===== config.mk =====
export PLATFORM = sky130hd
export DESIGN_NAME = edpc_top
export DESIGN_NICKNAME = d
export VERILOG_FILES = /design/src/rtl/edpc_pkg.sv /design/src/rtl/edpc_evt_if.sv /design/src/rtl/edpc_event_count.sv /design/src/rtl/edpc_top.sv
export SDC_FILE = /design/constraint.sdc
export NUM_CORES = 1
export LEC_CHECK = 0
export BUFFER_PORTS_ARGS = -buffer_cell sky130_fd_sc_hd__buf_2
export CAP_MARGIN = 15
export CORE_AREA = 2 2 94 96
export CTS_CLUSTER_DIAMETER = 120
export DETAILED_ROUTE_END_ITERATION = 7
export DIE_AREA = 0 0 96 98
export PLACE_DENSITY = 0.82
export SYNTH_ARGS = -nofsm -noshare
export SYNTH_HDL_FRONTEND = slang
export SYNTH_SLANG_ARGS = --single-unit

===== constraint.sdc =====
create_clock -name sys_clk_i -period 2.95 [get_ports sys_clk_i]
set_input_delay 0.295 -clock sys_clk_i [delete_from_list [all_inputs] [get_ports sys_clk_i]]
set_output_delay 0.295 -clock sys_clk_i [all_outputs]
set_load 0.03 [all_outputs]

===== src/rtl/edpc_pkg.sv =====
// package: register map, field positions, reset values and timing for energy-detect power control
package edpc_pkg;

    // ------------------------------------------------------------
    // bus geometry
    // ------------------------------------------------------------
    localparam int ADDR_W = 8;
    localparam int DATA_W = 32;

    // register indices; byte address is four times the index
    localparam logic [7:0] CTRL_IDX = 8'h1d;
    localparam logic [7:0] STAT_IDX = 8'h1e;
    localparam logic [7:0] ICLR_IDX = 8'h1f;
    localparam logic [7:0] IEN_IDX = 8'h20;

    // ------------------------------------------------------------
    // control register fields
    // ------------------------------------------------------------
    localparam int EN_BIT = 15;
    localparam int AUTO_UP_BIT = 14;
    localparam int AUTO_DN_BIT = 13;
    localparam int MANUAL_BIT = 12;
    localparam int BURST_DIS_BIT = 11;
    localparam int PWR_STATE_BIT = 10;
    localparam int ERR_MET_BIT = 9;
    localparam int DATA_MET_BIT = 8;
    localparam int ERR_THR_LSB = 4;
    localparam int DATA_THR_LSB = 0;
    localparam int THR_W = 4;
    localparam logic [15:0] CTRL_RESET = 16'h6011;
    localparam logic [15:0] CTRL_WR_MASK = 16'he8ff;

    // ------------------------------------------------------------
    // interrupt status bits
    // ------------------------------------------------------------
    localparam int ST_DATA_MET = 0;
    localparam int ST_ERR_MET = 1;
    localparam int ST_PWR_CHG = 2;
    localparam int ST_W = 3;
    localparam logic [ST_W-1:0] ST_RESET = 3'h0;

    // ------------------------------------------------------------
    // pulses and timing
    // ------------------------------------------------------------
    localparam logic [2:0] BURST_PULSES = 3'h4;
    localparam logic [2:0] SINGLE_PULSE = 3'h1;
    localparam logic [3:0] PULSE_SPACING = 4'h8;
    localparam int CLK_HZ = 250000000;
    localparam int IDLE_CLEAR_S = 2;
    localparam int IDLE_CLEAR_CYCLES = IDLE_CLEAR_S * CLK_HZ;

    typedef enum logic [1:0] {
        PWR_DOWN,
        PWR_BURST,
        PWR_UP
    } edpc_state_t;

    // merge write data into a register under byte enables
    function automatic logic [31:0] edpc_apply_be(input logic [31:0] old_v, input logic [31:0] wdata,
                                                  input logic [3:0] be);
        logic [31:0] res;
        res = old_v;
        for (int i = 0; i < 4; i++) begin
            if (be[i]) begin
                res[i*8 +: 8] = wdata[i*8 +: 8];
            end
        end
        return res;
    endfunction

    function automatic logic [7:0] edpc_byte_addr(input logic [7:0] idx);
        return {idx[5:0], 2'b00};
    endfunction

endpackage : edpc_pkg


===== src/rtl/edpc_evt_if.sv =====
// interface: event strobes, thresholds and threshold results between control and counters
interface edpc_evt_if;
    logic data_evt;
    logic err_evt;
    logic clr;
    logic [3:0] data_thr;
    logic [3:0] err_thr;
    logic data_reach;
    logic err_reach;

    modport counter (
        input data_evt, err_evt, clr, data_thr, err_thr,
        output data_reach, err_reach
    );
    modport ctrl (
        output data_evt, err_evt, clr, data_thr, err_thr,
        input data_reach, err_reach
    );
endinterface : edpc_evt_if


===== src/rtl/edpc_event_count.sv =====
// event counters with idle timer that clears them after a quiet period
module edpc_event_count #(
    parameter int IDLE_CYCLES = edpc_pkg::IDLE_CLEAR_CYCLES
) (
    // clock and reset
    input wire logic sys_clk_i,
    input wire logic arst_n_i,
    // events and results
    edpc_evt_if.counter evt
);
    import edpc_pkg::*;

    logic [3:0] data_cnt, next_data_cnt;
    logic [3:0] err_cnt, next_err_cnt;
    logic [31:0] idle, next_idle;
    logic expire;

    assign expire = (idle == 32'(IDLE_CYCLES - 1));
    assign evt.data_reach = (data_cnt >= evt.data_thr);
    assign evt.err_reach = (err_cnt >= evt.err_thr);

    always_comb begin
        next_data_cnt = data_cnt;
        next_err_cnt = err_cnt;
        next_idle = idle;
        if (evt.clr || expire) begin
            next_data_cnt = 4'h0;
            next_err_cnt = 4'h0;
            next_idle = 32'h0;
        end else begin
            if (evt.data_evt) begin
                next_idle = 32'h0;
                if (data_cnt != 4'hf) begin
                    next_data_cnt = data_cnt + 4'h1;
                end
            end else begin
                next_idle = idle + 32'h1;
            end
            if (evt.err_evt && err_cnt != 4'hf) begin
                next_err_cnt = err_cnt + 4'h1;
            end
        end
    end

    always_ff @(posedge sys_clk_i or negedge arst_n_i) begin
        if (!arst_n_i) begin
            data_cnt <= 4'h0;
            err_cnt <= 4'h0;
            idle <= 32'h0;
        end else begin
            data_cnt <= next_data_cnt;
            err_cnt <= next_err_cnt;
            idle <= next_idle;
        end
    end

    // ------------------------------------------------------------
    // checks
    // ------------------------------------------------------------
    chk_data_count_step: assert property (@(posedge sys_clk_i) disable iff (!arst_n_i)
        (evt.data_evt && !evt.clr && !expire && data_cnt != 4'hf) |=> data_cnt == $past(data_cnt) + 4'h1)
        else $error("data event not counted");

    chk_idle_clear: assert property (@(posedge sys_clk_i) disable iff (!arst_n_i)
        expire |=> (data_cnt == 4'h0 && err_cnt == 4'h0 && idle == 32'h0))
        else $error("counters not cleared after idle time");

endmodule : edpc_event_count


===== src/rtl/edpc_top.sv =====
// top: energy-detect power control with avalon-mm register slave and interrupt
// Behaviour
// - Power management acts only while the enable bit 15 is set (a burst already begun still runs on to PWR_UP), and that bit resets to zero.
// - With auto power-up bit 14 set (reset one), power-up starts once data events reach the data threshold.
// - With auto power-down bit 13 set (reset one), power-down starts once the line shows no energy.
// - Writing one to bit 12 toggles the power state regardless of thresholds and timers, and the bit self-clears.
// - Every power-up emits a burst of 4 detect pulses, or one pulse when burst-disable bit 11 is set.
// - Read-only bit 10 shows one in PWR_UP or PWR_BURST and zero in PWR_DOWN, even with the mode off and the transceiver powered.
// - Bit 9 sets when the error threshold is met, causes no action, and clears on a read of the register.
// - Bit 8 sets when data events equal or exceed the data threshold and clears on a read of the register.
// - Bits 7:4 hold the error threshold, reset 0001, compared against the error event count.
// - Bits 3:0 hold the data threshold, reset 0001, compared against the data event count.
// - Event counters clear after about 2 seconds with no data events, timed from the system clock.
module edpc_top #(
    parameter int IDLE_CYCLES = edpc_pkg::IDLE_CLEAR_CYCLES
) (
    // clock and reset
    input wire logic sys_clk_i,
    input wire logic arst_n_i,
    // avalon-mm slave
    input wire logic [edpc_pkg::ADDR_W-1:0] avs_address_i,
    input wire logic avs_read_i,
    input wire logic avs_write_i,
    input wire logic [edpc_pkg::DATA_W-1:0] avs_writedata_i,
    input wire logic [3:0] avs_byteenable_i,
    output logic [edpc_pkg::DATA_W-1:0] avs_readdata_o,
    output logic avs_waitrequest_o,
    // detector side
    input wire logic data_evt_i,
    input wire logic err_evt_i,
    input wire logic line_energy_i,
    // transceiver side
    output logic xcvr_power_up_o,
    output logic detect_pulse_o,
    // interrupt
    output logic irq_o
);
    import edpc_pkg::*;

    // ------------------------------------------------------------
    // bus slave
    // ------------------------------------------------------------
    logic ack, next_ack;
    logic [31:0] rdata, next_rdata;
    logic req, take;
    logic sel_ctrl, sel_stat, sel_iclr, sel_ien;
    logic wr_ctrl, rd_ctrl_taken, wr_iclr, wr_ien;

    assign req = avs_read_i | avs_write_i;
    assign take = req & ack;
    // one wait cycle lets read data come from a flop
    assign avs_waitrequest_o = req & ~ack;
    assign avs_readdata_o = rdata;

    assign sel_ctrl = (avs_address_i == edpc_byte_addr(CTRL_IDX));
    assign sel_stat = (avs_address_i == edpc_byte_addr(STAT_IDX));
    assign sel_iclr = (avs_address_i == edpc_byte_addr(ICLR_IDX));
    assign sel_ien = (avs_address_i == edpc_byte_addr(IEN_IDX));
    assign wr_ctrl = take & avs_write_i & sel_ctrl;
    assign rd_ctrl_taken = take & avs_read_i & sel_ctrl;
    assign wr_iclr = take & avs_write_i & sel_iclr;
    assign wr_ien = take & avs_write_i & sel_ien;

    // ------------------------------------------------------------
    // control and flags
    // ------------------------------------------------------------
    logic [15:0] ctrl, next_ctrl;
    logic data_met, next_data_met;
    logic err_met, next_err_met;
    logic data_reach_q, err_reach_q;
    logic data_rise, err_rise;
    logic [ST_W-1:0] stat, next_stat;
    logic [ST_W-1:0] ien, next_ien;
    logic [ST_W-1:0] st_evt;
    logic irq;
    logic en, auto_up, auto_dn, burst_dis;
    logic manual_go;
    logic pwr_up;
    logic [31:0] ctrl_merged;
    logic [31:0] iclr_merged;
    logic [31:0] ien_merged;
    logic [15:0] ctrl_view;

    assign en = ctrl[EN_BIT];
    assign auto_up = ctrl[AUTO_UP_BIT];
    assign auto_dn = ctrl[AUTO_DN_BIT];
    assign burst_dis = ctrl[BURST_DIS_BIT];
    assign ctrl_merged = edpc_apply_be({16'h0, ctrl}, avs_writedata_i, avs_byteenable_i);
    assign iclr_merged = edpc_apply_be(32'h0, avs_writedata_i, avs_byteenable_i);
    assign ien_merged = edpc_apply_be({29'h0, ien}, avs_writedata_i, avs_byteenable_i);
    // manual request is a pulse, never stored, so the bit reads back as zero
    assign manual_go = wr_ctrl & avs_byteenable_i[1] & avs_writedata_i[MANUAL_BIT] & en;

    edpc_evt_if evt ();

    // flags set on the cycle a threshold is first met, so a later read can clear them
    assign data_rise = evt.data_reach & ~data_reach_q;
    assign err_rise = evt.err_reach & ~err_reach_q;

    always_comb begin
        ctrl_view = ctrl & CTRL_WR_MASK;
        ctrl_view[PWR_STATE_BIT] = pwr_up;
        ctrl_view[ERR_MET_BIT] = err_met;
        ctrl_view[DATA_MET_BIT] = data_met;
    end

    always_comb begin
        next_ack = req & ~ack;
        next_rdata = rdata;
        if (req && !ack) begin
            next_rdata = 32'h0;
            if (avs_read_i) begin
                if (sel_ctrl) begin
                    next_rdata = {16'h0, ctrl_view};
                end else if (sel_stat) begin
                    next_rdata = {29'h0, stat};
                end else if (sel_ien) begin
                    next_rdata = {29'h0, ien};
                end
            end
        end
    end

    always_ff @(posedge sys_clk_i or negedge arst_n_i) begin
        if (!arst_n_i) begin
            ack <= 1'b0;
            rdata <= 32'h0;
        end else begin
            ack <= next_ack;
            rdata <= next_rdata;
        end
    end

    always_comb begin
        next_ctrl = ctrl;
        if (wr_ctrl) begin
            next_ctrl = ctrl_merged[15:0] & CTRL_WR_MASK;
        end
        // set wins over clear-on-read
        next_data_met = data_rise | (data_met & ~rd_ctrl_taken);
        next_err_met = err_rise | (err_met & ~rd_ctrl_taken);
        st_evt = '0;
        st_evt[ST_DATA_MET] = data_rise;
        st_evt[ST_ERR_MET] = err_rise;
        st_evt[ST_PWR_CHG] = 1'b0;
        next_stat = stat;
        if (wr_iclr) begin
            next_stat = stat & ~iclr_merged[ST_W-1:0];
        end
        next_ien = ien;
        if (wr_ien) begin
            next_ien = ien_merged[ST_W-1:0];
        end
    end

    // ------------------------------------------------------------
    // power state machine
    // ------------------------------------------------------------
    edpc_state_t state, next_state;
    logic [2:0] pcnt, next_pcnt;
    logic [3:0] gap, next_gap;
    logic pulse, next_pulse;
    logic xpwr, next_xpwr;
    logic start_up, start_dn;
    logic pwr_chg;

    assign pwr_up = (state != PWR_DOWN);
    assign start_up = en & (manual_go | (auto_up & evt.data_reach));
    assign start_dn = en & (manual_go | (auto_dn & ~line_energy_i));

    always_comb begin
        next_state = state;
        next_pcnt = pcnt;
        next_gap = gap;
        next_pulse = 1'b0;
        case (state)
            PWR_DOWN: begin
                if (start_up) begin
                    next_state = PWR_BURST;
                    next_pcnt = burst_dis ? SINGLE_PULSE : BURST_PULSES;
                    next_gap = 4'h0;
                end
            end
            PWR_BURST: begin
                if (en && manual_go) begin
                    next_state = PWR_DOWN;
                end else if (gap == 4'h0) begin
                    next_pulse = 1'b1;
                    next_pcnt = pcnt - 3'h1;
                    next_gap = PULSE_SPACING - 4'h1;
                    if (pcnt == 3'h1) begin
                        next_state = PWR_UP;
                    end
                end else begin
                    next_gap = gap - 4'h1;
                end
            end
            PWR_UP: begin
                if (start_dn) begin
                    next_state = PWR_DOWN;
                end
            end
            default: begin
                next_state = PWR_DOWN;
            end
        endcase
        // the transceiver stays powered while the mode is off
        next_xpwr = ~en | (next_state != PWR_DOWN);
    end

    assign pwr_chg = (pwr_up != (next_state != PWR_DOWN));

    always_ff @(posedge sys_clk_i or negedge arst_n_i) begin
        if (!arst_n_i) begin
            state <= PWR_DOWN;
            pcnt <= 3'h0;
            gap <= 4'h0;
            pulse <= 1'b0;
            xpwr <= 1'b1;
        end else begin
            state <= next_state;
            pcnt <= next_pcnt;
            gap <= next_gap;
            pulse <= next_pulse;
            xpwr <= next_xpwr;
        end
    end

    always_ff @(posedge sys_clk_i or negedge arst_n_i) begin
        if (!arst_n_i) begin
            ctrl <= CTRL_RESET;
            data_met <= 1'b0;
            err_met <= 1'b0;
            stat <= ST_RESET;
            ien <= ST_RESET;
            irq <= 1'b0;
            data_reach_q <= 1'b0;
            err_reach_q <= 1'b0;
        end else begin
            ctrl <= next_ctrl;
            data_met <= next_data_met;
            err_met <= next_err_met;
            // new events win over a clear in the same cycle
            stat <= next_stat | st_evt | {pwr_chg, 2'b00};
            ien <= next_ien;
            irq <= |((next_stat | st_evt | {pwr_chg, 2'b00}) & next_ien);
            data_reach_q <= evt.data_reach;
            err_reach_q <= evt.err_reach;
        end
    end

    // ------------------------------------------------------------
    // counters and outputs
    // ------------------------------------------------------------
    // events count only while the mode runs; error events never drive the state machine
    assign evt.data_evt = data_evt_i & en;
    assign evt.err_evt = err_evt_i & en;
    assign evt.clr = (state == PWR_DOWN) & start_up;
    assign evt.data_thr = ctrl[DATA_THR_LSB +: THR_W];
    assign evt.err_thr = ctrl[ERR_THR_LSB +: THR_W];

    edpc_event_count #(
        .IDLE_CYCLES(IDLE_CYCLES)
    ) u_count (
        .sys_clk_i(sys_clk_i),
        .arst_n_i(arst_n_i),
        .evt(evt.counter)
    );

    assign xcvr_power_up_o = xpwr;
    assign detect_pulse_o = pulse;
    assign irq_o = irq;

    // ------------------------------------------------------------
    // checks
    // ------------------------------------------------------------
    chk_mode_off_hold: assert property (@(posedge sys_clk_i) disable iff (!arst_n_i)
        (!en && state != PWR_BURST) |=> (state == $past(state) && xcvr_power_up_o))
        else $error("power state moved while mode disabled");

    chk_auto_up_start: assert property (@(posedge sys_clk_i) disable iff (!arst_n_i)
        (state == PWR_DOWN && en && auto_up && evt.data_reach) |=> state == PWR_BURST)
        else $error("auto power-up did not start");

    chk_auto_down_start: assert property (@(posedge sys_clk_i) disable iff (!arst_n_i)
        (state == PWR_UP && en && auto_dn && !line_energy_i) |=> (state == PWR_DOWN && !xcvr_power_up_o))
        else $error("auto power-down did not start");

    chk_manual_toggle: assert property (@(posedge sys_clk_i) disable iff (!arst_n_i)
        (manual_go && state == PWR_UP) |=> (state == PWR_DOWN && ctrl[MANUAL_BIT] == 1'b0))
        else $error("manual toggle failed");

    chk_burst_load: assert property (@(posedge sys_clk_i) disable iff (!arst_n_i)
        (state == PWR_DOWN && next_state == PWR_BURST)
        |=> pcnt == ($past(burst_dis) ? SINGLE_PULSE : BURST_PULSES))
        else $error("wrong pulse count loaded for burst");

    chk_burst_pulse: assert property (@(posedge sys_clk_i) disable iff (!arst_n_i)
        (state == PWR_BURST && gap == 4'h0 && !manual_go) |=> detect_pulse_o)
        else $error("detect pulse missing in burst");

    chk_pwr_state_read: assert property (@(posedge sys_clk_i) disable iff (!arst_n_i)
        rd_ctrl_taken |-> avs_readdata_o[PWR_STATE_BIT] == $past(pwr_up))
        else $error("power state bit does not match state");

    chk_err_met_clear: assert property (@(posedge sys_clk_i) disable iff (!arst_n_i)
        (rd_ctrl_taken && !err_rise) |=> !err_met)
        else $error("error flag not cleared on read");

    chk_data_met_set: assert property (@(posedge sys_clk_i) disable iff (!arst_n_i)
        data_rise |=> data_met)
        else $error("data flag not set at threshold");

    chk_thr_drive: assert property (@(posedge sys_clk_i) disable iff (!arst_n_i)
        wr_ctrl && avs_byteenable_i[0] |=> evt.err_thr == $past(avs_writedata_i[7:4]))
        else $error("error threshold not taken from write");

    chk_wait_one: assert property (@(posedge sys_clk_i) disable iff (!arst_n_i)
        (req && !ack) |=> (!avs_waitrequest_o || !req))
        else $error("waitrequest held more than one cycle");

    chk_data_thr_drive: assert property (@(posedge sys_clk_i) disable iff (!arst_n_i)
        wr_ctrl && avs_byteenable_i[0] |=> evt.data_thr == $past(avs_writedata_i[3:0]))
        else $error("data threshold not taken from write");

    chk_data_met_clear: assert property (@(posedge sys_clk_i) disable iff (!arst_n_i)
        (rd_ctrl_taken && !data_rise) |=> !data_met)
        else $error("data flag not cleared on read");

    chk_pulse_in_burst: assert property (@(posedge sys_clk_i) disable iff (!arst_n_i)
        detect_pulse_o |-> $past(state) == PWR_BURST)
        else $error("detect pulse outside a burst");

    chk_burst_exit: assert property (@(posedge sys_clk_i) disable iff (!arst_n_i)
        (state == PWR_BURST && gap == 4'h0 && pcnt == 3'h1 && !manual_go) |=> state == PWR_UP)
        else $error("burst did not end after its last pulse");

    chk_down_unpowered: assert property (@(posedge sys_clk_i) disable iff (!arst_n_i)
        (en && state == PWR_DOWN && !start_up) |=> !xcvr_power_up_o)
        else $error("transceiver powered while mode is down");

    chk_irq_level: assert property (@(posedge sys_clk_i) disable iff (!arst_n_i)
        irq_o == (|(stat & ien)))
        else $error("interrupt level does not follow enabled status");

endmodule : edpc_top


; After elaboration in Yosys (flattened, before gate mapping)
; Index checks and enable logic that the tools add are counted.
[totals]
ff_bits = 107
in_bits = 51
word_cells = 131
[classes]
add_sub_neg = 5
order_cmp = 2
n_eq_ne = 14
mux = 33
n_bitwise = 39
n_reduce_logical = 19
[ops]
columns = operator, count
row1 = 2-to-1 mux 32 bit, 2
row2 = "adder 32 x 1 -> 32 bit, second input constant", 1
row3 = "equality test 32 x 29 -> 1 bit, second input constant", 1
row4 = 2-to-1 mux 16 bit, 2
row5 = 2-to-1 mux 4 bit, 8
row6 = 2-to-1 mux 3 bit, 10
row7 = "equality test 8 x 7 -> 1 bit, second input constant", 3
row8 = AND 1 bit, 22
row9 = nonzero test 2 bit, 6
row10 = 2-to-1 mux 2 bit, 5
row11 = "adder 4 x 1 -> 4 bit, second input constant", 2
row12 = "equality test 8 bit, second input constant", 1
row13 = >= comparator 4 bit, 2
row14 = "inequality test 4 bit, second input constant", 2
row15 = case mux 4 bit (2 select lines), 1
row16 = AND 3 bit, 2
row17 = "inequality test 2 bit, second input constant", 3
row18 = NOT 1 bit, 6
row19 = OR 1 bit, 6
row20 = case mux 2 bit (3 select lines), 1
row21 = case mux 3 bit (2 select lines), 1
row22 = AND reduction 2 bit, 3
row23 = logical NOT 4 bit, 1
row24 = AND reduction 4 bit, 1
row25 = 16 further kinds, 20

; Logic depth before layout (Yosys ltp)
; Gate-level depths: netlist of run 1.
[depth]
depth_word = 16
mapped_depth = 9
ltp_nobuf = 7

; Cells and area by module
; From an unflattened synthesis of run 1, not the netlist that was laid out.
[unflattened]
hier_cells = 462
hier_area_um2 = 4626.9
[by_module_without_submodules]
columns = mod, n_inst, cells_per_inst, area_each_um2
row1 = edpc_top, 1, 211, 2394.8
row2 = edpc_event_count, 1, 251, 2232.1

; Worst setup path before layout of run 1
; No wires, ideal clock.
[synth_timing]
kind = register -> register
from = register ctrl[0]
to = register irq (netlist: irq_o)
t_arrival_ps = 2167
required_time_ps = 2824
slack_ps = 657
path_stages_with_launch = 8
period_less_slack_ps = 2293
cell_sequence = dfstp_2 ha_1 nand2b_1 a2111oi_2 or3_1 clkbuf_1 o2111ai_1 a221o_1
[synth_between]
elab_chain_cells = 11
word_cells_on_any_way = 13
[synth_rtl]
columns = element, line_no
row1 = from (decl), edpc_top.sv:67  ; logic [15:0] ctrl, next_ctrl;
row2 = from (signal assigned), edpc_top.sv:240  ; ctrl <= next_ctrl;
row3 = >= comparator 4 bit (*), edpc_event_count.sv:19  ; assign evt.data_reach = (data_cnt >= evt.data_thr);
row4 = AND 1 bit, edpc_top.sv:168  ; assign start_up = en & (manual_go | (auto_up & evt.data_reach));
row5 = OR 1 bit, edpc_top.sv:168
row6 = AND 1 bit, edpc_top.sv:168
row7 = 2-to-1 mux 2 bit, edpc_top.sv:178  ; if (start_up) begin
row8 = case mux 2 bit (3 select lines), edpc_top.sv:176  ; case (state)
row9 = nonzero test 2 bit, edpc_top.sv:211  ; assign pwr_chg = (pwr_up != (next_state != PWR_DOWN));
row10 = inequality test 1 bit, edpc_top.sv:211
row11 = OR 3 bit (*), edpc_top.sv:246  ; irq <= |((next_stat | st_evt | {pwr_chg, 2'b00}) & next_ien);
row12 = AND 3 bit (*), edpc_top.sv:246
row13 = OR reduction 3 bit (*), edpc_top.sv:246
row14 = to (signal assigned), edpc_top.sv:246
row15 = to (decl), edpc_top.sv:75  ; logic irq;
; Every way passes the cells marked *; elsewhere a longest branch is shown, timed or not.
; A chain may end at the register's enable or synchronous reset.

; Final worst setup path of run 1
[layout_timing]
from = register ctrl[0]
to = register u_count.idle[11]
[layout_between]
elab_chain_cells = 7
[layout_rtl]
columns = element, line_no
row1 = >= comparator 4 bit, edpc_event_count.sv:19
row2 = AND 1 bit, edpc_top.sv:168
row3 = OR 1 bit, edpc_top.sv:168
row4 = AND 1 bit, edpc_top.sv:168
row5 = AND 1 bit, edpc_top.sv:258  ; assign evt.clr = (state == PWR_DOWN) & start_up;
row6 = logical OR 1 bit, edpc_event_count.sv:26  ; if (evt.clr || expire) begin
row7 = 2-to-1 mux 32 bit, edpc_event_count.sv:26
row8 = via u_count.next_idle[11], edpc_event_count.sv:15  ; logic [31:0] idle, next_idle;
row9 = to (signal assigned), edpc_event_count.sv:53  ; idle <= next_idle;
row10 = to (decl), edpc_event_count.sv:15
; The timed path passes the listed nets, and every way through them passes these cells.

==> results.ini, run 1 <==
[sta]
finalCriticalPeriod_ps = 2460
setup_viol = 0
holdWs_ps = 165
skew_ps = 6.24
hold_viol_final = 0
worstMarginPinSlew_ps = 734
tns_ps = 0
rsz0062_at_grt = no
timing.fmax_ghz = 0.406
timing.final.crit_share_pct = 83.5
finalMaxSlewViolations = 0
maxSlewHeadroom_pct = 50.9

[power]
sequentialPowerShare_pct = 48.0
cellPowerDensity_nw_per_um2 = 547
combPwrFrac_pct = 11.0
p_int_uw = 2140
irDropWorstVdd_mv = 0.368
power_frac_clock_pct = 41.0
power_switching_share_pct = 24.5
leakagePower_uw = 0.00242
p_sw_uw = 695

[finish]
diodes = 0
final_cell_mix = dfrtp_1 (85), nor2_1 (60), buf_2 (47)
drive_gt1_share_pct = 18.6
num-fill-cells = 662
final_nets = 571
area_growth_pct = 13.8
layout.cells.non_filler = 619
multi_input_area_um2 = 2090
seq_area_um2 = 2260
final_common_cell = dfrtp_1

[outcome]
status = complete, no violations

[critical_path]
required_ps = 3230
reg2reg_slack_ps = 490
rr_endpoint = u_count.idle[11]
rr_startpoint = ctrl[0]
reg2reg_depth = 7
crit_path_start_kind = register
critical_path_arrival_ps = 2750
path_class = reg2reg
cp-end-kind = register
path_max_fanout = 11

[placed_design]
dp_hpwl_um = 7050
place_inst = 601
port-buffer-count = 48
routabilityCongestion = 0.911

[logic_synthesis]
synthesis.area_um2 = 4550
synth_warnings = 0
synth_edf_count = 0
synthFlopType = dfrtp_1
yosysUniqueCellTypes = 54
syn_avg_cell_area_um2 = 10.1
synth-seq-area-share_pct = 49.6
synth_seq_cells = 90
async_flop_share_pct = 100
post_synth_inst_count = 452

[job]
max-cap-violations = 0

[route]
drtIter0Drc = 307
wl_um = 9810
detail_route.wl_per_cell_um = 15.8
drc = 0
dr.pass1.iters = 5
via_per_inst = 5.67
antenna_left = 0
vias = 3511

[clock_network]
h-tree-depth = 3
cts_buffers = 9
clockBufferDepth = 2
clk_latency_ps = 350
clock-sinks = 90
clkTransAtPathRegs_ps = 90
cts_tree = done
cts-root-buf = clkbuf_8
ctsResizeCount = 0

[floorplan]
die_area_um2 = 9410
pin_count = 87
fp.dieH_um = 98
rows = 34
die_w_um = 96
start_util_pct = 53.8
core-area_um2 = 8470

[min_path]
hold_path.class = in2reg
hold_depth = 2
min-delay-start = avs_writedata_i[7]
whs_endpoint = ctrl[7]

[global_route]
grt_pass1_wl_um = 16500
antenna_found_initial = 0
grt_usage_pct = 22.4
gr-total-overflow = 0
grt_start_max_net_pins = 91
grt_pass1_vias = 3533

-- flip-flops by register name, indices dropped and copies added (netlist names), 2 cells and up --
register,count
u_count.data_cnt,4
state,2
u_count.err_cnt,4
pcnt,3
stat,3
gap,4
ien,3
u_count.idle,32
avs_readdata_o,15
ctrl,12
-- routing by layer --
layer / wire length, um / up-vias / GRT usage, %
li1: - / 1662 / -
met1: 4340 / 1720 / 31.5
met2: 4750 / 108 / 34.6
met3: 527 / 21 / 4.55
met4: 193 / 0 / 7.91
met5: 0 / - / 0
-- Yosys cell counts (2+ instances only) --
master / number / share of area (%)
dfrtp_1: 85 / 47
nor2_1: 60 / 4.9
nand2_1: 28 / 2.3
xnor2_1: 25 / 4.8
inv_1: 24 / 2.0
nand3_1: 23 / 2.5
buf_4: 17 / 2.8
ha_1: 14 / 3.8
nor3_1: 14 / 1.5
o21ai_0: 13 / 1.4
a22o_1: 12 / 2.3
mux2_2: 12 / 3.0
xor2_1: 11 / 2.1
a21oi_1: 10 / 1.1
nor4_1: 10 / 1.4
and3_1: 8 / 1.1
clkbuf_1: 8 / 0.66
nand4_1: 8 / 1.1
dfstp_2: 5 / 2.9
a211oi_1: 4 / 0.66
and4_1: 4 / 0.77
nor4b_1: 4 / 0.77
o31ai_1: 4 / 0.66
buf_2: 3 / 0.33
mux2i_1: 3 / 0.66
nor2b_1: 3 / 0.41
or2_2: 3 / 0.41
or4_1: 3 / 0.49
a21o_1: 2 / 0.33
a221o_1: 2 / 0.44
a31oi_1: 2 / 0.27
nor3b_1: 2 / 0.33
o21a_1: 2 / 0.33
o22ai_1: 2 / 0.27
or3_1: 2 / 0.27
or4b_1: 2 / 0.44
-- how the worst max path moves through the flow --
| stage | from | to |
|---|---|---|
| after global placement | avs_address_i[3] | u_count.idle[21] |
| after detailed placement | avs_address_i[1] | u_count.idle[5] |
| final | ctrl[0] | u_count.idle[11] |
| after global routing | ctrl[0] | u_count.idle[6] |
| after CTS | ctrl[0] | u_count.idle[11] |
| after floorplan | ctrl[0] | irq_o |
-- per-stage QoR --
| stage | total power [uW] | area (um^2) | utilization [%] | setup slack (ps) |
|---|---|---|---|---|
| global route | 2950 | 5180 | 61.2 | 309 |
| CTS | 2850 | 5140 | 60.8 | 468 |
| global placement | 1660 | 4850 | 57.3 | 344 |
| floorplan | 1590 | 4610 | - | 657 |
| detailed placement | 1690 | 4850 | 57.3 | 316 |
| finish | 2830 | 5180 | 61.2 | 487 |
-- kinds of logic after synthesis --
family          Yosys count  share of synthesized area, %
simple gates            182                          20.2
buf+inv                  52                          5.77
other cells               1                        0.0824
flops                    90                          49.6
xor+xnor                 36                          6.93
compound gates           61                          9.57
fa+ha+maj                14                          3.85
mux                      16                          3.96
-- power by group through the flow --
stage | Clock (uW) | Sequential, uW | Combinational (uW)
6_report | 1160 | 1360 | 313
5_1_grt | 1230 | 1370 | 351
4_1_cts | 1180 | 1360 | 307
3_5_place_dp | 0 | 1380 | 305
3_3_place_gp | 0 | 1380 | 286
2_1_floorplan | 0 | 1370 | 220
-- repair_timing --
action / CTS / global route
hold buffers: 0 / 1
hold endpoints to repair: 0 / 19
setup endpoints to repair: 0 / 0
buffers inserted: 0 / 0
-- critical path, stage by stage, from the launching register on --
cell	delay, ps
dfstp_2	550
ha_1	220
nand2b_1	150
a2111oi_2	380
or3_1	290
nand3_1	360
buf_4	310
nor2_1	130
-- cell type report --
cell class,count,area share (%)
inverter,24,1.74
timing repair buffer,55,6.13
clock inverter,7,3.19
multi-input combinational,326,40.4
tap,108,2.61
clock buffer,9,2.39
sequential,90,43.6
(Power assumes the default switching activity.)
==> run 2, diff against run 1 <==
Clock period 2.95 ns to 2.3 ns, I/O delays scaled along.
==> run 2 against run 1 <==
Compared with the run above: clock skew increased by 4.8 ps; wire length fell by 0.88%; worst setup slack lost 370 ps; register-to-register slack got worse by 370 ps; largest cell class unchanged; non-clock buffer count rose by 15; sequential power grew 28%; sequential share of layout area decreased by 0.33 points; hold slack worse by 69 ps; total power rose by 17%; first-iteration DRC count is 6.2% lower; final cell count rose by 2.4%; global-route usage is 0.12 points lower.
==> results.ini, run 2 (synthesis gave the netlist of run 1 again) <==
[clock_network]
clockBufferDepth = 2  ; unchanged
h-tree-depth = 3  ; unchanged
clk_latency_ps = 360  ; was 350 ps
cts_tree = done  ; unchanged
postCtsSetupRepairBufs = 0  ; unchanged
clock-sinks = 90  ; unchanged
cts_buffers = 9  ; unchanged
clkTransAtPathRegs_ps = 90  ; about the same
cts-root-buf = clkbuf_8  ; unchanged

[floorplan]
start_util_pct = 53.8  ; unchanged
fp.dieH_um = 98  ; unchanged
pin_count = 87  ; unchanged
die_area_um2 = 9410  ; unchanged
rows = 34  ; unchanged
die_w_um = 96  ; unchanged
core-area_um2 = 8470  ; unchanged

[critical_path]
reg2reg_depth = 6  ; was 7
path_max_fanout = 23  ; was 11
reg2reg_slack_ps = 120  ; was 490 ps
required_ps = 2530  ; was 3230 ps
path_class = reg2reg  ; unchanged
critical_path_arrival_ps = 2420  ; was 2750 ps
crit_path_start_kind = register  ; unchanged
rr_startpoint = u_count.idle[17]  ; was ctrl[0]
rr_endpoint = u_count.idle[29]  ; was u_count.idle[11]
cp-end-kind = register  ; unchanged

[power]
cellPowerDensity_nw_per_um2 = 635  ; was 547 nW/um^2
leakagePower_uw = 0.00245  ; was 0.00242 uW
irDropWorstVdd_mv = 0.353  ; was 0.368 mV

[job]
max-cap-violations = 0  ; unchanged

[min_path]
hold_path.class = in2reg  ; unchanged
min-delay-start = avs_writedata_i[6]  ; was avs_writedata_i[7]
whs_endpoint = ctrl[6]  ; was ctrl[7]
hold_depth = 2  ; unchanged

[outcome]
status = complete, no violations  ; unchanged

[route]
vias = 3538  ; was 3511
highest-signal-layer = met4  ; unchanged
wl_met3_um = 522  ; was 527 um
drtIter0Drc = 288  ; was 307
wl_um = 9720  ; was 9810 um
wl_met2_um = 4780  ; was 4750 um
via_per_inst = 5.58  ; was 5.67
dr.pass1.iters = 5  ; unchanged
detail_route.wl_per_cell_um = 15.3  ; was 15.8 um
wl_met1_um = 4220  ; was 4340 um
antenna_left = 0  ; unchanged
drc = 0  ; unchanged

[sta]
setup_viol = 0  ; unchanged
timing.final.crit_share_pct = 94.9  ; was 83.5%
timing.fmax_ghz = 0.458  ; was 0.406 GHz
hold_viol_final = 0  ; unchanged
finalMaxSlewViolations = 0  ; unchanged
worstMarginPinSlew_ps = 693  ; was 734 ps
rsz0062_at_grt = no  ; unchanged
tns_ps = 0  ; unchanged
maxSlewHeadroom_pct = 53.5  ; was 50.9%
holdWs_ps = 96.3  ; was 165 ps
finalCriticalPeriod_ps = 2180  ; was 2460 ps
skew_ps = 11.1  ; was 6.24 ps

[finish]
area_growth_pct = 14.7  ; was 13.8%
largest_reg_flops = 32  ; unchanged
final_nets = 586  ; was 571
num-fill-cells = 680  ; was 662
final_common_cell = dfrtp_1  ; unchanged
max_flop_register = u_count.idle  ; unchanged
final_cell_mix = dfrtp_1 (85), nor2_1 (60), buf_2 (47)  ; unchanged
diodes = 0  ; unchanged
drive_gt1_share_pct = 20.9  ; was 18.6%

[global_route]
grt_pass1_wl_um = 16400  ; was 16500 um
grt_pass1_vias = 3513  ; was 3533
gr-total-overflow = 0  ; unchanged
grt_usage_pct = 22.3  ; was 22.4%
grt_start_max_net_pins = 40  ; was 91
antenna_found_initial = 0  ; unchanged

[placed_design]
port-buffer-count = 48  ; unchanged
dp_hpwl_um = 7190  ; was 7050 um
routabilityCongestion = 0.920  ; was 0.911

## run 2: cell types whose count changed in the layout (fill, tap and decap cells not counted)
cell / previous run / this run
clkbuf_1: 0 / 1
or3_4: 0 / 1
buf_4: 6 / 21
buf_16: 1 / 0
bufinv_16: 5 / 2
clkinvlp_4: 2 / 3
buf_12: 0 / 1
clkinv_4: 0 / 1
or3_1: 2 / 1
## run 2: what timing repair did
item | CTS | global route
endpoints found under the setup margin | 0 | 20
endpoints found under the hold margin | 37 | 0
hold buffers | 1 | 0
resized for setup | 0 | 1
## run 2: worst max path at each step
stage | start | endpoint | slack [ps] | cells after the start
global placement | avs_address_i[2] | irq_o | 50 | 6
floorplan | ctrl[0] | irq_o | 7 | 7
finish | u_count.idle[17] | u_count.idle[29] | 120 | 6
detailed placement | avs_address_i[2] | irq_o | 30 | 6
global route | u_count.idle[17] | u_count.idle[29] | 10 | 6
CTS | ctrl[0] | irq_o | 60 | 6
## run 2: metal layers
metal  GRT usage, %  vias to the layer above
li1               -                     1700
met5              0                        -
met1           31.3                     1700
met2           34.3                      118
met3           3.94                       20
met4           8.79                        0
## run 2: cell type report
cell class / count / area (um^2) / share of cell area [%]
timing repair buffer: 70 / 423 / 8.10
clock inverter: 6 / 91.3 / 1.75
tap: 108 / 135 / 2.59
multi-input combinational: 326 / 2100 / 40.1
inverter: 24 / 90.1 / 1.73
clock buffer: 10 / 128 / 2.44
sequential: 90 / 2260 / 43.3
## run 2: metrics by stage
stage	instance area (um^2)	total power (uW)	instances	setup WS, ps	util (%)
floorplan	4610	2040	468	6.75	-
global placement	4990	2150	617	47.8	58.9
detailed placement	4990	2180	617	27.6	58.9
CTS	5220	3340	634	61.4	61.6
global route	5220	3480	634	13.6	61.7
finish	5220	3320	634	117	61.7
## run 2: where the power goes
group | switching [uW] | leakage [uW] | internal, uW
clock network | 556 | 0.0000987 | 614
logic | 250 | 0.00117 | 160
registers | 76.5 | 0.00118 | 1660
## run 2: critical path: stages, from the launching register on
cell     delay (ps)
dfrtp_1         440
nor4b_1         470
nand4_1         200
o41a_1          460
nand3_1         130
buf_4           270
nor2_1           90
==> run 3, diff against run 2 <==
Settings changed: ABC_AREA set to 1, CORE_AREA 2 2 94 96 to 2 2 98 100, CTS_CLUSTER_SIZE set to 10, DIE_AREA 0 0 96 98 to 0 0 100 102, PLACE_DENSITY 0.82 to 0.81.
==> run 3 against run 2 <==
Compared with the run above: critical path depth is 5 higher; worst setup slack better by 130 ps; combinational power is 88% higher; wire length is 10% higher; highest routed layer unchanged; area after synthesis is 9.5% higher; hold slack worse by 4.2 ps; clock skew is 6.2 ps higher; maximum frequency is 6.4% higher; flip-flop and latch count stayed put.
==> results.ini, run 3 <==
[route]
drtIter0Drc = 292  ; was 288
detail_route.wl_per_cell_um = 13.5  ; was 15.3 um
wl_um = 10700  ; was 9720 um
antenna_left = 0  ; unchanged
via_per_inst = 5.31  ; was 5.58
vias = 4206  ; was 3538
dr.pass1.iters = 5  ; unchanged
drc = 0  ; unchanged

[placed_design]
routabilityCongestion = 0.997  ; was 0.920
dp_hpwl_um = 8130  ; was 7190 um
port-buffer-count = 48  ; unchanged

[clock_network]
hold_buffers = 1  ; unchanged
clockBufferDepth = 2  ; unchanged
clk_latency_ps = 370  ; was 360 ps
ctsResizeCount = 0  ; unchanged
clock-sinks = 90  ; unchanged
cts_buffers = 9  ; unchanged
cts-root-buf = clkbuf_8  ; unchanged
cts_tree = done  ; unchanged
h-tree-depth = 3  ; unchanged
postCtsSetupRepairBufs = 0  ; unchanged
clkTransAtPathRegs_ps = 100  ; was 90 ps

[sta]
finalMaxSlewViolations = 0  ; unchanged
setup_viol = 0  ; unchanged
rsz0062_at_grt = no  ; unchanged
tns_ps = 0  ; unchanged
holdWs_ps = 92.1  ; was 96.3 ps
timing.final.crit_share_pct = 89.2  ; was 94.9%
maxSlewHeadroom_pct = 59.8  ; was 53.5%
hold_viol_final = 0  ; unchanged
skew_ps = 17.3  ; was 11.1 ps
worstMarginPinSlew_ps = 597  ; was 693 ps
finalCriticalPeriod_ps = 2050  ; was 2180 ps
timing.fmax_ghz = 0.487  ; was 0.458 GHz

[power]
sequentialPowerShare_pct = 50.6  ; was 52.4%
irDropWorstVdd_mv = 0.471  ; was 0.353 mV
combPwrFrac_pct = 20.6  ; was 12.3%
cellPowerDensity_nw_per_um2 = 677  ; was 635 nW/um^2
p_int_uw = 2500  ; was 2440 uW
p_sw_uw = 1230  ; was 882 uW
power_switching_share_pct = 33.0  ; was 26.6%
power_frac_clock_pct = 28.8  ; was 35.3%
leakagePower_uw = 0.00273  ; was 0.00245 uW

[floorplan]
core-area_um2 = 9110  ; was 8470 um^2
fp.dieH_um = 102  ; was 98 um
pin_count = 87  ; unchanged
start_util_pct = 54.7  ; was 53.8%
die_area_um2 = 10200  ; was 9410 um^2
rows = 35  ; was 34
die_w_um = 100  ; was 96 um

[critical_path]
crit_path_start_kind = register  ; unchanged
cpMaxStageDelayCell = dfrtp_1  ; was nor4b_1
path_max_fanout = 28  ; was 23
critPathTopFamily = simple AND/OR/NAND/NOR gates  ; unchanged
path_class = reg2reg  ; unchanged
critical_path_buf_inv_count = 2  ; was 1
max_stage_delay_ps = 390  ; was 470 ps
critical_path_arrival_ps = 2330  ; was 2420 ps
cp-end-kind = register  ; unchanged
crit_chain = inv_1, ha_1, inv_1, nor2_1, o21ai_0, nand3_1, nand2_1, nand2_1, nand2_2, nand3_4, nor2_1  ; was nor4b_1, nand4_1, o41a_1, nand3_1, buf_4, nor2_1
required_ps = 2580  ; was 2530 ps

[logic_synthesis]
synth_xor_area_share_pct = 3.16  ; was 6.93%
ys_top_cells_by_count = nand2_1 (146), dfrtp_1 (85), inv_1 (76)  ; was dfrtp_1 (85), nor2_1 (60), nand2_1 (28)
syn_avg_cell_area_um2 = 8.09  ; was 10.1 um^2
yosys.area.top_type = dfrtp_1  ; unchanged
yosysMostFrequentCell = nand2_1  ; was dfrtp_1
synth_fa_ha_area_share_pct = 3.51  ; was 3.85%
synthTopCellsByArea = dfrtp_1 (43%), nand2_1 (11%), inv_1 (5.7%)  ; was dfrtp_1 (47%), nor2_1 (4.9%), xnor2_1 (4.8%)
async_flop_share_pct = 100  ; unchanged
yosysTopAreaCellShare_pct = 42.7  ; was 46.7%
synth_edf_count = 0  ; unchanged
yosysUniqueCellTypes = 40  ; was 54
synth_compound_area_share_pct = 6.18  ; was 9.57%
synth_top_family_by_area = simple AND/OR/NAND/NOR gates  ; unchanged
synth_seq_cells = 90  ; unchanged
synthFlopType = dfrtp_1  ; unchanged
synthesis.area_um2 = 4980  ; was 4550 um^2
synth-seq-area-share_pct = 45.3  ; was 49.6%
post_synth_inst_count = 616  ; was 452
synth_warnings = 0  ; unchanged
synth_mux_area_share_pct = 1.13  ; was 3.96%
synth-simple-area-share_pct = 31.0  ; was 20.2%

[global_route]
grt_usage_pct = 22.4  ; was 22.3%
top_usage_layer = met2  ; unchanged
grtUsageMet1_pct = 30.6  ; was 31.3%
grt_start_max_net_pins = 47  ; was 40
grt_pass1_vias = 3921  ; was 3513
groute.layer.met2.usage_pct = 37.4  ; was 34.3%
met3_usage_pct = 3.35  ; was 3.94%
antenna_found_initial = 0  ; unchanged
grt_pass1_wl_um = 18100  ; was 16400 um
gr-total-overflow = 0  ; unchanged

[finish]
diodes = 0  ; unchanged
final_nets = 741  ; was 586
max_flop_register = u_count.idle  ; unchanged
largest_reg_flops = 32  ; unchanged
final_cell_mix = nand2_1 (146), dfrtp_1 (85), inv_1 (76)  ; was dfrtp_1 (85), nor2_1 (60), buf_2 (47)
final_common_cell = nand2_1  ; was dfrtp_1
drive_gt1_share_pct = 16.9  ; was 20.9%
area_growth_pct = 10.5  ; was 14.7%

[outcome]
status = complete, no violations  ; unchanged

[min_path]
hold_path.class = in2reg  ; unchanged

[job]
max-cap-violations = 0  ; unchanged

## run 3: cell count changes in the layout (fill, tap and decap cells not counted), moves of 10 or more
cell	before	now
buf_4	21	6
nor2_2	0	10
xnor2_1	25	1
nor2_1	60	70
nand2_1	28	146
o21ai_0	13	25
a22o_1	12	0
nand4_1	8	20
inv_1	24	76
nand3_1	23	36
## run 3: logic make-up (layout without fill, tap and decap cells)
group	count (synthesis)	count (layout)
fa+ha+maj	14	14
xor+xnor	18	18
flops	90	90
other cells	1	17
mux	5	5
compound gates	55	55
buf+inv	101	150
simple gates	332	332
## run 3: routing by layer
layer  wire [um]  share of wire [%]  up-vias
met4         165                1.5        0
li1            -                  -     2081
met1        5010                 47     1982
met2        5040                 47      126
met3         497                4.6       17
met5           0                  0        -
## run 3: power by group through the flow
stage | sequential [uW] | clock (uW) | combinational, uW
after floorplan | 1890 | 0 | 574
after global placement | 1900 | 0 | 725
after detailed placement | 1910 | 0 | 768
after CTS | 1880 | 1100 | 775
after global routing | 1910 | 1160 | 890
final | 1880 | 1070 | 769
## run 3: worst reg2reg max path, stage by stage, from the launching register on
cell	delay, ps
dfrtp_1	390
inv_1	60
ha_1	300
inv_1	60
nor2_1	30
o21ai_0	130
nand3_1	140
nand2_1	90
nand2_1	60
nand2_2	170
nand3_4	330
nor2_1	220
## run 3: area by class of cell
cell class,count,area (um^2)
Fill cell,793,3600
Clock inverter,5,43.8
Inverter,79,297
Clock buffer,11,151
Multi-Input combinational cell,441,2310
Timing Repair Buffer,55,310
Tap cell,111,139
Sequential cell,90,2260
## run 3: worst paths after layout
kind                                     startpoint                end  slack, ps  cells after the start
worst min-delay path            avs_writedata_i[11]           ctrl[11]         90                      2
worst max register to register              ctrl[1]   u_count.idle[13]        250                     11
max in group asynchronous                  arst_n_i   u_count.idle[30]       1370                      3
min in group asynchronous                  arst_n_i  avs_readdata_o[2]        270                      2
worst min register to register    avs_readdata_o[5]  avs_readdata_o[5]        490                      2
worst max-delay path                        ctrl[1]   u_count.idle[13]        250                     11
## run 3: stage by stage
stage / setup slack (ps) / instance area, um^2 / power [uW] / std cells / utilization (%)
floorplan: 596 / 5040 / 2470 / 632 / -
global placement: 320 / 5300 / 2630 / 775 / 58.2
detailed placement: 275 / 5300 / 2680 / 775 / 58.2
CTS: 232 / 5510 / 3760 / 792 / 60.4
global route: 3.24 / 5510 / 3960 / 792 / 60.4
finish: 248 / 5510 / 3730 / 792 / 60.4
